--- src/shared/tsc_pkg.sv ---
package tsc_pkg;

    // register word offsets on the bus (byte addresses, one word each)
    localparam logic [7:0] OFF_SCTL_LO = 8'h00;
    localparam logic [7:0] OFF_SCTL_HI = 8'h04;
    localparam logic [7:0] OFF_TCR1_LO = 8'h08;
    localparam logic [7:0] OFF_TCR1_HI = 8'h0C;
    localparam logic [7:0] OFF_TCR2_LO = 8'h10;
    localparam logic [7:0] OFF_TCR2_HI = 8'h14;
    localparam logic [7:0] OFF_TCR3 = 8'h18;
    localparam logic [7:0] OFF_TTB1_LO = 8'h20;
    localparam logic [7:0] OFF_TTB1_HI = 8'h24;
    localparam logic [7:0] OFF_TTB2_LO = 8'h28;
    localparam logic [7:0] OFF_TTB2_HI = 8'h2C;
    localparam logic [7:0] OFF_CONFIG = 8'h30;
    localparam logic [7:0] OFF_STATUS = 8'h34;

    // top-level system control fields
    localparam int SCTL_DEFAULT_STORE_BYPASS_SAFE = 44;
    localparam int SCTL_INSTR_KEY_A_AUTH_ENABLE = 31;
    localparam int SCTL_INSTR_KEY_B_AUTH_ENABLE = 30;
    localparam int SCTL_DATA_KEY_A_AUTH_ENABLE = 27;
    localparam int SCTL_EE = 25;
    localparam int SCTL_DATA_KEY_B_AUTH_ENABLE = 13;
    localparam int SCTL_ICACHE = 12;
    localparam int SCTL_DCACHE = 2;
    localparam int SCTL_MMU = 0;
    localparam logic [63:0] SCTL_RESET = 64'h0000_0000_30C5_0838;
    // only these positions store software data; all others are fixed
    localparam logic [63:0] SCTL_WMASK = (64'h1 << SCTL_DEFAULT_STORE_BYPASS_SAFE) | (64'h1 << SCTL_INSTR_KEY_A_AUTH_ENABLE)
        | (64'h1 << SCTL_INSTR_KEY_B_AUTH_ENABLE) | (64'h1 << SCTL_DATA_KEY_A_AUTH_ENABLE) | (64'h1 << SCTL_EE)
        | (64'h1 << SCTL_DATA_KEY_B_AUTH_ENABLE) | (64'h1 << SCTL_ICACHE) | (64'h1 << SCTL_DCACHE)
        | (64'h1 << SCTL_MMU);

    // translation control fields, lowest-level layout
    localparam int TCR1_TOP_BYTE_DATA_ONLY_RANGE0 = 52;
    localparam int TCR1_TOP_BYTE_DATA_ONLY_RANGE1 = 51;
    localparam int TCR1_HD = 40;
    localparam int TCR1_HA = 39;
    localparam int TCR1_A1 = 22;
    // fields shared by every layout
    localparam int TCR_REGION_SIZE_FIELD_LSB = 0;
    localparam int TCR_TG0_LSB = 14;
    // translation control fields, upper-level layout
    localparam int TCR_TOP_BYTE_DATA_ONLY = 29;
    localparam int TCR_HD = 22;
    localparam int TCR_HA = 21;

    // table base fields
    localparam int TTB_ADDRESS_SPACE_IDENTIFIER_LSB = 48;
    localparam int TTB_CNP = 0;

    // config and status bits
    localparam int CFG_VHE = 0;
    localparam int STS_STRAP_DONE = 0;
    localparam int STS_WRITTEN_LSB = 1;
    localparam int STS_X1_LSB = 8;
    localparam int STS_X2_LSB = 16;
    localparam int STS_STORE_BYPASS_SAFE_STATE = 24;

    // edges after reset release before the byte-order strap is loaded
    localparam logic [1:0] STRAP_WAIT = 2'h3;

    // global enables of the top level
    typedef struct packed {
        logic mmu_enable;
        logic dcache_enable;
        logic icache_enable;
        logic big_endian;
        logic instr_key_a_auth_enable;
        logic instr_key_b_auth_enable;
        logic data_key_a_auth_enable;
        logic data_key_b_auth_enable;
        logic default_store_bypass_safe;
    } sys_ctrl_t;

    // settings handed to one table walker
    typedef struct packed {
        logic valid;
        logic [47:0] base;
        logic [15:0] address_space_identifier;
        logic common_translation_sharing;
        logic top_byte_data_only_range0;
        logic top_byte_data_only_range1;
        logic access_flag_auto_update;
        logic dirty_state_auto_update;
        logic [5:0] align_exp;
    } walk_ctrl_t;

endpackage : tsc_pkg

--- src/translation_system_control_regs.sv ---
// Overview of operation
// - top control is 64 bits, resets 0x30C50838
// - bit 44 gives next bypass-safe state
// - bits 31,30,27,13 enable authentication keys
// - bit 25 selects top-level byte order
// - byte order reset comes from strap input
// - bit 12 enables instruction caches
// - bit 2 enables data caches
// - bit 0 enables top-level translation
// - bit 52 limits range0 top byte
// - bit 51 limits range1 top byte
// - dirty update needs bit 40 and 39
// - bit 39 enables access flag update
// - low translation control unset until written
// - bit 29 limits top byte handling
// - bits 22/21 enable dirty, access updates
// - host extension gives second level low layout
// - third-level control is 32 bits wide
// - identifier in 63:48, source selectable
// - base address above x, table aligned
// - walk ignores low bits, read keeps them
// - bit 0 flags common translation sharing
// - x from size field; upper zero
//
// Added by the designer: the APB register port and the address map.
`timescale 1ns/10ps
module translation_system_control_regs (
    // clock and reset
    input wire logic clk,
    input wire logic sys_rst,
    // apb slave
    input wire logic psel,
    input wire logic penable,
    input wire logic pwrite,
    input wire logic [7:0] paddr,
    input wire logic [31:0] pwdata,
    input wire logic [3:0] pstrb,
    output logic [31:0] prdata,
    output logic pready,
    output logic pslverr,
    // core side
    input wire logic reset_byte_order_input,
    input wire logic exc_taken_top,
    input wire logic [15:0] range1_address_space_identifier,
    output logic store_bypass_safe_state,
    output tsc_pkg::sys_ctrl_t top_ctrl,
    output tsc_pkg::walk_ctrl_t low_walk,
    output tsc_pkg::walk_ctrl_t hyp_walk,
    output tsc_pkg::walk_ctrl_t top_walk
);

    // byte-lane merge of a bus word into a stored word
    function automatic logic [31:0] merge_word(input logic [31:0] old_w,
                                               input logic [31:0] new_w,
                                               input logic [3:0] strb);
        logic [31:0] res;
        res = old_w;
        for (int i = 0; i < 4; i++) begin
            if (strb[i]) begin
                res[i*8 +: 8] = new_w[i*8 +: 8];
            end
        end
        return res;
    endfunction : merge_word

    // alignment exponent of the first-level table from size and granule
    function automatic logic [5:0] align_exp(input logic [5:0] region_size_field,
                                             input logic [1:0] tg0);
        logic [6:0] ia;
        logic [6:0] gb;
        logic [6:0] st;
        logic [6:0] rem;
        ia = 7'h40 - {1'b0, region_size_field};
        case (tg0)
            2'h1: begin
                gb = 7'h10;
                st = 7'h0D;
            end
            2'h2: begin
                gb = 7'h0E;
                st = 7'h0B;
            end
            default: begin
                gb = 7'h0C;
                st = 7'h09;
            end
        endcase
        rem = (ia > gb) ? (ia - gb) % st : 7'h00;
        if (rem == 7'h00) begin
            rem = st;
        end
        return 6'(rem + 7'h03);
    endfunction : align_exp

    // clear the base bits below x and the sharing bit
    function automatic logic [47:0] eff_base(input logic [63:0] ttb,
                                             input logic [5:0] x);
        logic [47:0] mask;
        mask = ~((48'h1 << x) - 48'h1);
        return ttb[47:0] & mask & ~48'h1;
    endfunction : eff_base

    // storage
    logic [63:0] sctl_q;
    logic [63:0] sctl_d;
    logic [63:0] tcr1_q;
    logic [63:0] tcr1_d;
    logic [63:0] tcr2_q;
    logic [63:0] tcr2_d;
    logic [31:0] tcr3_q;
    logic [31:0] tcr3_d;
    logic [63:0] ttb1_q;
    logic [63:0] ttb1_d;
    logic [63:0] ttb2_q;
    logic [63:0] ttb2_d;
    logic vhe_q;
    logic [4:0] written_q; // tcr1, tcr2, tcr3, ttb1, ttb2
    logic store_bypass_safe_state_q;
    logic [31:0] prdata_q;
    // strap capture
    logic strap_meta_q;
    logic strap_sync_q;
    logic [1:0] strap_cnt_q;
    // registered walker settings
    tsc_pkg::sys_ctrl_t top_ctrl_q;
    tsc_pkg::walk_ctrl_t low_walk_q;
    tsc_pkg::walk_ctrl_t hyp_walk_q;
    tsc_pkg::walk_ctrl_t top_walk_q;
    tsc_pkg::walk_ctrl_t low_walk_d;
    tsc_pkg::walk_ctrl_t hyp_walk_d;
    tsc_pkg::walk_ctrl_t top_walk_d;

    // bus decode
    wire logic setup_ph = psel & ~penable;
    wire logic access_ph = psel & penable;
    wire logic hit = (paddr <= tsc_pkg::OFF_STATUS) && (paddr[1:0] == 2'h0)
        && (paddr != 8'h1C);
    wire logic wr = access_ph & pwrite & hit;
    wire logic [31:0] lo_sctl = merge_word(sctl_q[31:0], pwdata, pstrb);
    wire logic [31:0] hi_sctl = merge_word(sctl_q[63:32], pwdata, pstrb);
    wire logic [31:0] lo_tcr1 = merge_word(tcr1_q[31:0], pwdata, pstrb);
    wire logic [31:0] hi_tcr1 = merge_word(tcr1_q[63:32], pwdata, pstrb);
    wire logic [31:0] lo_tcr2 = merge_word(tcr2_q[31:0], pwdata, pstrb);
    wire logic [31:0] hi_tcr2 = merge_word(tcr2_q[63:32], pwdata, pstrb);
    wire logic [31:0] all_tcr3 = merge_word(tcr3_q, pwdata, pstrb);
    wire logic [31:0] lo_ttb1 = merge_word(ttb1_q[31:0], pwdata, pstrb);
    wire logic [31:0] hi_ttb1 = merge_word(ttb1_q[63:32], pwdata, pstrb);
    wire logic [31:0] lo_ttb2 = merge_word(ttb2_q[31:0], pwdata, pstrb);
    wire logic [31:0] hi_ttb2 = merge_word(ttb2_q[63:32], pwdata, pstrb);
    wire logic [31:0] cfg_word = merge_word({31'h0, vhe_q}, pwdata, pstrb);

    // reserved bits read fixed, only the field positions are stored
    wire logic [63:0] sctl_view = (sctl_q & tsc_pkg::SCTL_WMASK)
        | (tsc_pkg::SCTL_RESET & ~tsc_pkg::SCTL_WMASK);
    // identifier field is reserved zero without the host extension
    wire logic [63:0] ttb2_view = vhe_q ? ttb2_q : {16'h0000, ttb2_q[47:0]};
    wire logic [5:0] x_low = align_exp(tcr1_q[tsc_pkg::TCR_REGION_SIZE_FIELD_LSB +: 6],
                                       tcr1_q[tsc_pkg::TCR_TG0_LSB +: 2]);
    wire logic [5:0] x_hyp = align_exp(tcr2_q[tsc_pkg::TCR_REGION_SIZE_FIELD_LSB +: 6],
                                       tcr2_q[tsc_pkg::TCR_TG0_LSB +: 2]);
    wire logic strap_load = (strap_cnt_q == 2'h1);

    // next values of the stored registers
    always_comb begin
        sctl_d = sctl_q;
        if (wr && paddr == tsc_pkg::OFF_SCTL_LO) sctl_d[31:0] = lo_sctl;
        if (wr && paddr == tsc_pkg::OFF_SCTL_HI) sctl_d[63:32] = hi_sctl;
        sctl_d = sctl_d & tsc_pkg::SCTL_WMASK;
        // strap takes the byte-order bit once after reset
        if (strap_load) sctl_d[tsc_pkg::SCTL_EE] = strap_sync_q;
        tcr1_d = tcr1_q;
        if (wr && paddr == tsc_pkg::OFF_TCR1_LO) tcr1_d[31:0] = lo_tcr1;
        if (wr && paddr == tsc_pkg::OFF_TCR1_HI) tcr1_d[63:32] = hi_tcr1;
        tcr2_d = tcr2_q;
        if (wr && paddr == tsc_pkg::OFF_TCR2_LO) tcr2_d[31:0] = lo_tcr2;
        if (wr && paddr == tsc_pkg::OFF_TCR2_HI) tcr2_d[63:32] = hi_tcr2;
        tcr3_d = tcr3_q;
        if (wr && paddr == tsc_pkg::OFF_TCR3) tcr3_d = all_tcr3;
        // base registers keep every written bit for readback, except ttb2 identifier lanes without the host extension
        ttb1_d = ttb1_q;
        if (wr && paddr == tsc_pkg::OFF_TTB1_LO) ttb1_d[31:0] = lo_ttb1;
        if (wr && paddr == tsc_pkg::OFF_TTB1_HI) ttb1_d[63:32] = hi_ttb1;
        ttb2_d = ttb2_q;
        if (wr && paddr == tsc_pkg::OFF_TTB2_LO) ttb2_d[31:0] = lo_ttb2;
        if (wr && paddr == tsc_pkg::OFF_TTB2_HI) begin
            // identifier lanes ignored while they are reserved
            ttb2_d[63:32] = vhe_q ? hi_ttb2 : {ttb2_q[63:48], hi_ttb2[15:0]};
        end
    end

    // register file flops
    always_ff @(posedge clk or posedge sys_rst) begin
        if (sys_rst) begin
            sctl_q <= tsc_pkg::SCTL_RESET & tsc_pkg::SCTL_WMASK;
            tcr1_q <= 64'h0;
            tcr2_q <= 64'h0;
            tcr3_q <= 32'h0;
            ttb1_q <= 64'h0;
            ttb2_q <= 64'h0;
        end else begin
            sctl_q <= sctl_d;
            tcr1_q <= tcr1_d;
            tcr2_q <= tcr2_d;
            tcr3_q <= tcr3_d;
            ttb1_q <= ttb1_d;
            ttb2_q <= ttb2_d;
        end
    end

    // config bit, written flags and bypass-safe state
    always_ff @(posedge clk or posedge sys_rst) begin
        if (sys_rst) begin
            vhe_q <= 1'b0;
            written_q <= 5'h00;
            store_bypass_safe_state_q <= 1'b0;
        end else begin
            if (wr && paddr == tsc_pkg::OFF_CONFIG) vhe_q <= cfg_word[tsc_pkg::CFG_VHE];
            // a control register counts as set once either word is written
            written_q <= written_q | {
                wr && (paddr == tsc_pkg::OFF_TTB2_LO || paddr == tsc_pkg::OFF_TTB2_HI),
                wr && (paddr == tsc_pkg::OFF_TTB1_LO || paddr == tsc_pkg::OFF_TTB1_HI),
                wr && (paddr == tsc_pkg::OFF_TCR3),
                wr && (paddr == tsc_pkg::OFF_TCR2_LO || paddr == tsc_pkg::OFF_TCR2_HI),
                wr && (paddr == tsc_pkg::OFF_TCR1_LO || paddr == tsc_pkg::OFF_TCR1_HI)
            };
            // exception to the top level loads the default state
            if (exc_taken_top) store_bypass_safe_state_q <= sctl_q[tsc_pkg::SCTL_DEFAULT_STORE_BYPASS_SAFE];
        end
    end

    // strap synchroniser and load counter
    always_ff @(posedge clk or posedge sys_rst) begin
        if (sys_rst) begin
            strap_meta_q <= 1'b0;
            strap_sync_q <= 1'b0;
            strap_cnt_q <= tsc_pkg::STRAP_WAIT;
        end else begin
            strap_meta_q <= reset_byte_order_input;
            strap_sync_q <= strap_meta_q;
            if (strap_cnt_q != 2'h0) strap_cnt_q <= strap_cnt_q - 2'h1;
        end
    end

    // read mux, sampled in the setup phase
    logic [31:0] rd_mux;
    always_comb begin
        case (paddr)
            tsc_pkg::OFF_SCTL_LO: rd_mux = sctl_view[31:0];
            tsc_pkg::OFF_SCTL_HI: rd_mux = sctl_view[63:32];
            tsc_pkg::OFF_TCR1_LO: rd_mux = tcr1_q[31:0];
            tsc_pkg::OFF_TCR1_HI: rd_mux = tcr1_q[63:32];
            tsc_pkg::OFF_TCR2_LO: rd_mux = tcr2_q[31:0];
            tsc_pkg::OFF_TCR2_HI: rd_mux = tcr2_q[63:32];
            tsc_pkg::OFF_TCR3: rd_mux = tcr3_q;
            tsc_pkg::OFF_TTB1_LO: rd_mux = ttb1_q[31:0];
            tsc_pkg::OFF_TTB1_HI: rd_mux = ttb1_q[63:32];
            tsc_pkg::OFF_TTB2_LO: rd_mux = ttb2_view[31:0];
            tsc_pkg::OFF_TTB2_HI: rd_mux = ttb2_view[63:32];
            tsc_pkg::OFF_CONFIG: rd_mux = {31'h0, vhe_q};
            tsc_pkg::OFF_STATUS: rd_mux = {7'h0, store_bypass_safe_state_q, 2'h0, x_hyp, 2'h0, x_low,
                                           2'h0, written_q, strap_cnt_q == 2'h0};
            default: rd_mux = 32'h0;
        endcase
    end

    always_ff @(posedge clk or posedge sys_rst) begin
        if (sys_rst) begin
            prdata_q <= 32'h0;
        end else if (setup_ph) begin
            prdata_q <= rd_mux;
        end
    end

    // walker settings from the stored registers
    always_comb begin
        // lowest level
        low_walk_d.valid = written_q[0] & written_q[3];
        low_walk_d.base = eff_base(ttb1_q, x_low);
        low_walk_d.address_space_identifier = tcr1_q[tsc_pkg::TCR1_A1] ? range1_address_space_identifier
            : ttb1_q[tsc_pkg::TTB_ADDRESS_SPACE_IDENTIFIER_LSB +: 16];
        low_walk_d.common_translation_sharing = ttb1_q[tsc_pkg::TTB_CNP];
        low_walk_d.top_byte_data_only_range0 = tcr1_q[tsc_pkg::TCR1_TOP_BYTE_DATA_ONLY_RANGE0];
        low_walk_d.top_byte_data_only_range1 = tcr1_q[tsc_pkg::TCR1_TOP_BYTE_DATA_ONLY_RANGE1];
        low_walk_d.access_flag_auto_update = tcr1_q[tsc_pkg::TCR1_HA];
        low_walk_d.dirty_state_auto_update = tcr1_q[tsc_pkg::TCR1_HD]
            & tcr1_q[tsc_pkg::TCR1_HA];
        low_walk_d.align_exp = x_low;
        // second level, low layout under the host extension
        hyp_walk_d.valid = written_q[1] & written_q[4];
        hyp_walk_d.base = eff_base(ttb2_q, x_hyp);
        hyp_walk_d.address_space_identifier = ttb2_view[tsc_pkg::TTB_ADDRESS_SPACE_IDENTIFIER_LSB +: 16];
        hyp_walk_d.common_translation_sharing = ttb2_q[tsc_pkg::TTB_CNP];
        if (vhe_q) begin
            hyp_walk_d.top_byte_data_only_range0 = tcr2_q[tsc_pkg::TCR1_TOP_BYTE_DATA_ONLY_RANGE0];
            hyp_walk_d.top_byte_data_only_range1 = tcr2_q[tsc_pkg::TCR1_TOP_BYTE_DATA_ONLY_RANGE1];
            hyp_walk_d.access_flag_auto_update = tcr2_q[tsc_pkg::TCR1_HA];
            hyp_walk_d.dirty_state_auto_update = tcr2_q[tsc_pkg::TCR1_HD]
                & tcr2_q[tsc_pkg::TCR1_HA];
        end else begin
            hyp_walk_d.top_byte_data_only_range0 = tcr2_q[tsc_pkg::TCR_TOP_BYTE_DATA_ONLY];
            hyp_walk_d.top_byte_data_only_range1 = 1'b0;
            hyp_walk_d.access_flag_auto_update = tcr2_q[tsc_pkg::TCR_HA];
            hyp_walk_d.dirty_state_auto_update = tcr2_q[tsc_pkg::TCR_HD];
        end
        hyp_walk_d.align_exp = x_hyp;
        // top level, control only; its base register lives elsewhere
        top_walk_d = '0;
        top_walk_d.valid = written_q[2];
        top_walk_d.top_byte_data_only_range0 = tcr3_q[tsc_pkg::TCR_TOP_BYTE_DATA_ONLY];
        top_walk_d.access_flag_auto_update = tcr3_q[tsc_pkg::TCR_HA];
        top_walk_d.dirty_state_auto_update = tcr3_q[tsc_pkg::TCR_HD];
    end

    // output flops for the walkers and global enables
    always_ff @(posedge clk or posedge sys_rst) begin
        if (sys_rst) begin
            top_ctrl_q <= '0;
            low_walk_q <= '0;
            hyp_walk_q <= '0;
            top_walk_q <= '0;
        end else begin
            top_ctrl_q <= '{sctl_q[tsc_pkg::SCTL_MMU], sctl_q[tsc_pkg::SCTL_DCACHE],
                            sctl_q[tsc_pkg::SCTL_ICACHE], sctl_q[tsc_pkg::SCTL_EE],
                            sctl_q[tsc_pkg::SCTL_INSTR_KEY_A_AUTH_ENABLE], sctl_q[tsc_pkg::SCTL_INSTR_KEY_B_AUTH_ENABLE],
                            sctl_q[tsc_pkg::SCTL_DATA_KEY_A_AUTH_ENABLE], sctl_q[tsc_pkg::SCTL_DATA_KEY_B_AUTH_ENABLE],
                            sctl_q[tsc_pkg::SCTL_DEFAULT_STORE_BYPASS_SAFE]};
            low_walk_q <= low_walk_d;
            hyp_walk_q <= hyp_walk_d;
            top_walk_q <= top_walk_d;
        end
    end

    // outputs
    assign prdata = prdata_q;
    assign pready = 1'b1;
    assign pslverr = access_ph & ~hit;
    assign store_bypass_safe_state = store_bypass_safe_state_q;
    assign top_ctrl = top_ctrl_q;
    assign low_walk = low_walk_q;
    assign hyp_walk = hyp_walk_q;
    assign top_walk = top_walk_q;
endmodule : translation_system_control_regs

--- config.mk ---
export PLATFORM = sky130hd
export DESIGN_NAME = translation_system_control_regs
export DESIGN_NICKNAME = d
export VERILOG_FILES = /design/src/shared/tsc_pkg.sv /design/src/translation_system_control_regs.sv
export SDC_FILE = /design/constraint.sdc
export NUM_CORES = 1
export LEC_CHECK = 0
export BUFFER_PORTS_ARGS = -buffer_cell sky130_fd_sc_hd__buf_4
export CAP_MARGIN = 40
export CORE_MARGIN = 2
export CORE_UTILIZATION = 45
export CTS_BUF_LIST = sky130_fd_sc_hd__clkbuf_8
export DETAILED_ROUTE_END_ITERATION = 8
export PLACE_DENSITY = 0.69
export SYNTH_ARGS = -nofsm -noshare
export SYNTH_HDL_FRONTEND = slang
export SYNTH_SLANG_ARGS = --single-unit
--- constraint.sdc ---
create_clock -name clk -period 19.16 [get_ports clk]
set_clock_uncertainty 0.15 [all_clocks]
set_input_delay 1.916 -clock clk [delete_from_list [all_inputs] [get_ports clk]]
set_output_delay 1.916 -clock clk [all_outputs]
set_load 0.02 [all_outputs]
==> flow_summary.yaml <==
run_status:
  status: "complete, no violations"
global_route:
  grt_pass1_wl_mm: 136
  antenna_found_initial: 3
  grt_use_total: 0.299
  grt_pass1_vias: 21458
  overflow: 0
  grt_max_degree: 185
floorplanning:
  die_x_um: 246
  initial_core_util: 0.456
  die_area_mm2: 0.0604
  rows: 88
  die_h_um: 246
  boundaryPins: 339
  fp.coreArea_mm2: 0.0577
layout:
  final_nets: 2844
  syn_to_final_growth_pct: 17.7
  drive_gt1_frac: 0.305
  diodes: 0
  stdcell_count: 3559
worst_hold_path:
  holdPathStages: 0
  min_path_type: "reg -> reg"
clocking:
  clock-sinks: 503
  cts_buffers: 85
  h-tree-depth: 3
  cts_tree: "yes"
  cts.clk_slew.worst_paths_ns: 0.07
  cts_root_buf: "clkbuf_8"
  worst_skew_pair.late_latency_ns: 0.68
  cts_resized: 0
  clk_path_buf_depth: 3
  ctsHoldBuffers: 0
  postCtsSetupBuffers: 0
synthesis:
  synth_edf_count: 0
  yosysMostFrequentCell: "dfrtp_1"
  synth_cell_types: 120
  synth_top_area_cell: "dfrtp_1"
  netlist_area_mm2: 0.0263
  yosys-top-cells-count: "dfrtp_1, mux2_2, nand2_1"
  async_reset_ff_frac: 1.00
  synth_area_per_cell_um2: 10.9
  yosysSeqAreaShare: 0.479
  synth-seq-cells: 503
  synth_area_leaders: "dfrtp_1, mux2_2, nand2_1"
  ys_warn_count: 0
  synth_top_area_frac: 0.477
  netlist_instances: 2406
  synth-main-ff-cell: "dfrtp_1"
critical_path:
  path_buf_inv: 7
  critPathMostFrequentCell: "ha_1"
  critPathArrivalTime_ns: 15.57
  critical_path_class: "reg -> reg"
  worst_setup_path_start_kind: "flop"
  critPathMaxStageDelay_ns: 0.70
  crit_family: "compound AO/OA/AOI/OAI gates"
  rr_worst_depth: 52
  required_ns: 19.56
  path_max_fanout: 23
  endpoint_kind: "flop"
  cpMaxStageDelayCell: "nor4bb_1"
  path_depth: 52
timing:
  tns_ns: 0
  slew_violations: 0
  hold_viol: 0
  rsz0062_at_grt: "no"
  worst_pin_slew_ns: 1.00
  fmax_mhz: 65.9
  whs_ns: 0.201
  maxSlewHeadroom: 0.328
  fin_crit_sh: 0.792
  final.min_clock_period_ns: 15.17
  finalSetupViolations: 0
routing:
  vias_per_cell: 5.98
  wl_per_cell_um: 25.5
  vias: 21285
  antenna_left: 0
  drc_errors: 0
  drt_iter0_markers: 2142
  routed_wl_mm: 90.8
  drt_first_pass_iters: 9
place:
  port_buffers: 263
  hpwl_mm: 67.8
  gp_congestion: 0.962
  placed_cells: 3403
power:
  powerDensity_mw_per_mm2: 76.9
  leakage_nw: 14.8
  ir_worst_vdd_uv: 55.9
flow_run:
  max_cap_violations: 0
-- report_power, final --
part | internal [W] | switching (W) | total, W
Clock | 0.000529 | 0.000447 | 0.000976
Sequential | 0.00108 | 0.00000833 | 0.00108
Combinational | 0.0000989 | 0.000224 | 0.000323
Total | 0.00170 | 0.000680 | 0.00238
-- sequential cells by signal, summed over array words and instances, names as in the netlist --
signal and cells:
hyp_walk 75, low_walk 75, prdata 32, sctl_q 9, store_bypass_safe_state 1, strap_cnt_q 2
strap_meta_q 1, strap_sync_q 1, tcr1_q 64, tcr2_q 64, tcr3_q 32, top_ctrl 9
top_walk 4, ttb1_q 64, ttb2_q 64, vhe_q 1, written_q 5
-- per-stage QoR --
step	util	instance area, µm²	power, W	setup slack (ns)
2_1_floorplan	-	26600	0.00132	3.05
3_3_place_gp	0.500	28900	0.00142	4.71
3_5_place_dp	0.506	29200	0.00142	4.12
4_1_cts	0.537	31000	0.00240	4.05
5_1_grt	0.537	31000	0.00248	2.65
6_report	0.537	31000	0.00238	3.99
-- area by class of cell --
class                           count  area, µm²
Fill cell                        5128      26700
Tap cell                          765        957
Sequential cell                   503      12600
Timing Repair Buffer              322       2560
Clock inverter                     50        294
Inverter                           61        238
Clock buffer                      106       1460
Multi-Input combinational cell   1752      12900
-- final timing paths --
path                                    from        endpoint  slack [ns]
worst max-delay path               tcr2_q[0]    hyp_walk[65]        3.99
worst min-delay path            strap_meta_q    strap_sync_q        0.20
worst max register to register     tcr2_q[0]    hyp_walk[65]        3.99
worst min register to register  strap_meta_q    strap_sync_q        0.20
max in group asynchronous            sys_rst  strap_cnt_q[1]       15.56
min in group asynchronous            sys_rst     top_ctrl[8]        1.20
-- cells in the final DEF (no fill, tap or decap), types with 9 or more instances in the layout --
cell,instances
o31ai_1,11
a21o_1,19
conb_1,75
a31oi_1,34
o21ai_0,82
o21a_1,31
nand2_1,194
inv_1,88
buf_4,309
a22oi_1,37
and2_1,59
a222oi_1,19
nand4_1,12
nand2b_1,21
nor2b_1,9
or2_2,9
and3_1,19
nor2_1,171
xor2_1,18
nand3_1,56
xnor2_1,45
clkbuf_8,106
mux2_2,308
o21ai_1,10
mux2i_1,14
a221oi_1,62
o31a_1,11
ha_1,46
a21oi_1,77
a22o_1,32
nor3_1,45
o211ai_1,20
dfrtp_1,501
-- kinds of logic (layout without fill, tap and decap cells) --
group / after synthesis / after routing / share of synthesized area
simple gates: 675 / 675 / 0.128
compound gates: 559 / 559 / 0.160
flops: 503 / 503 / 0.479
mux: 324 / 324 / 0.138
buf+inv: 224 / 539 / 0.0443
xor+xnor: 67 / 67 / 0.0234
fa+ha+maj: 52 / 52 / 0.0264
other cells: 2 / 75 / 0.000285
-- per-layer routing --
layer  GRT usage  share of wire  vias to the layer above
met3      0.0467          0.073                      182
met4       0.141          0.046                        6
met1       0.404           0.41                    10733
met5           0        0.00054                        -
met2       0.472           0.46                     1008
li1            -              -                     9356
(Power assumes the default switching activity.)
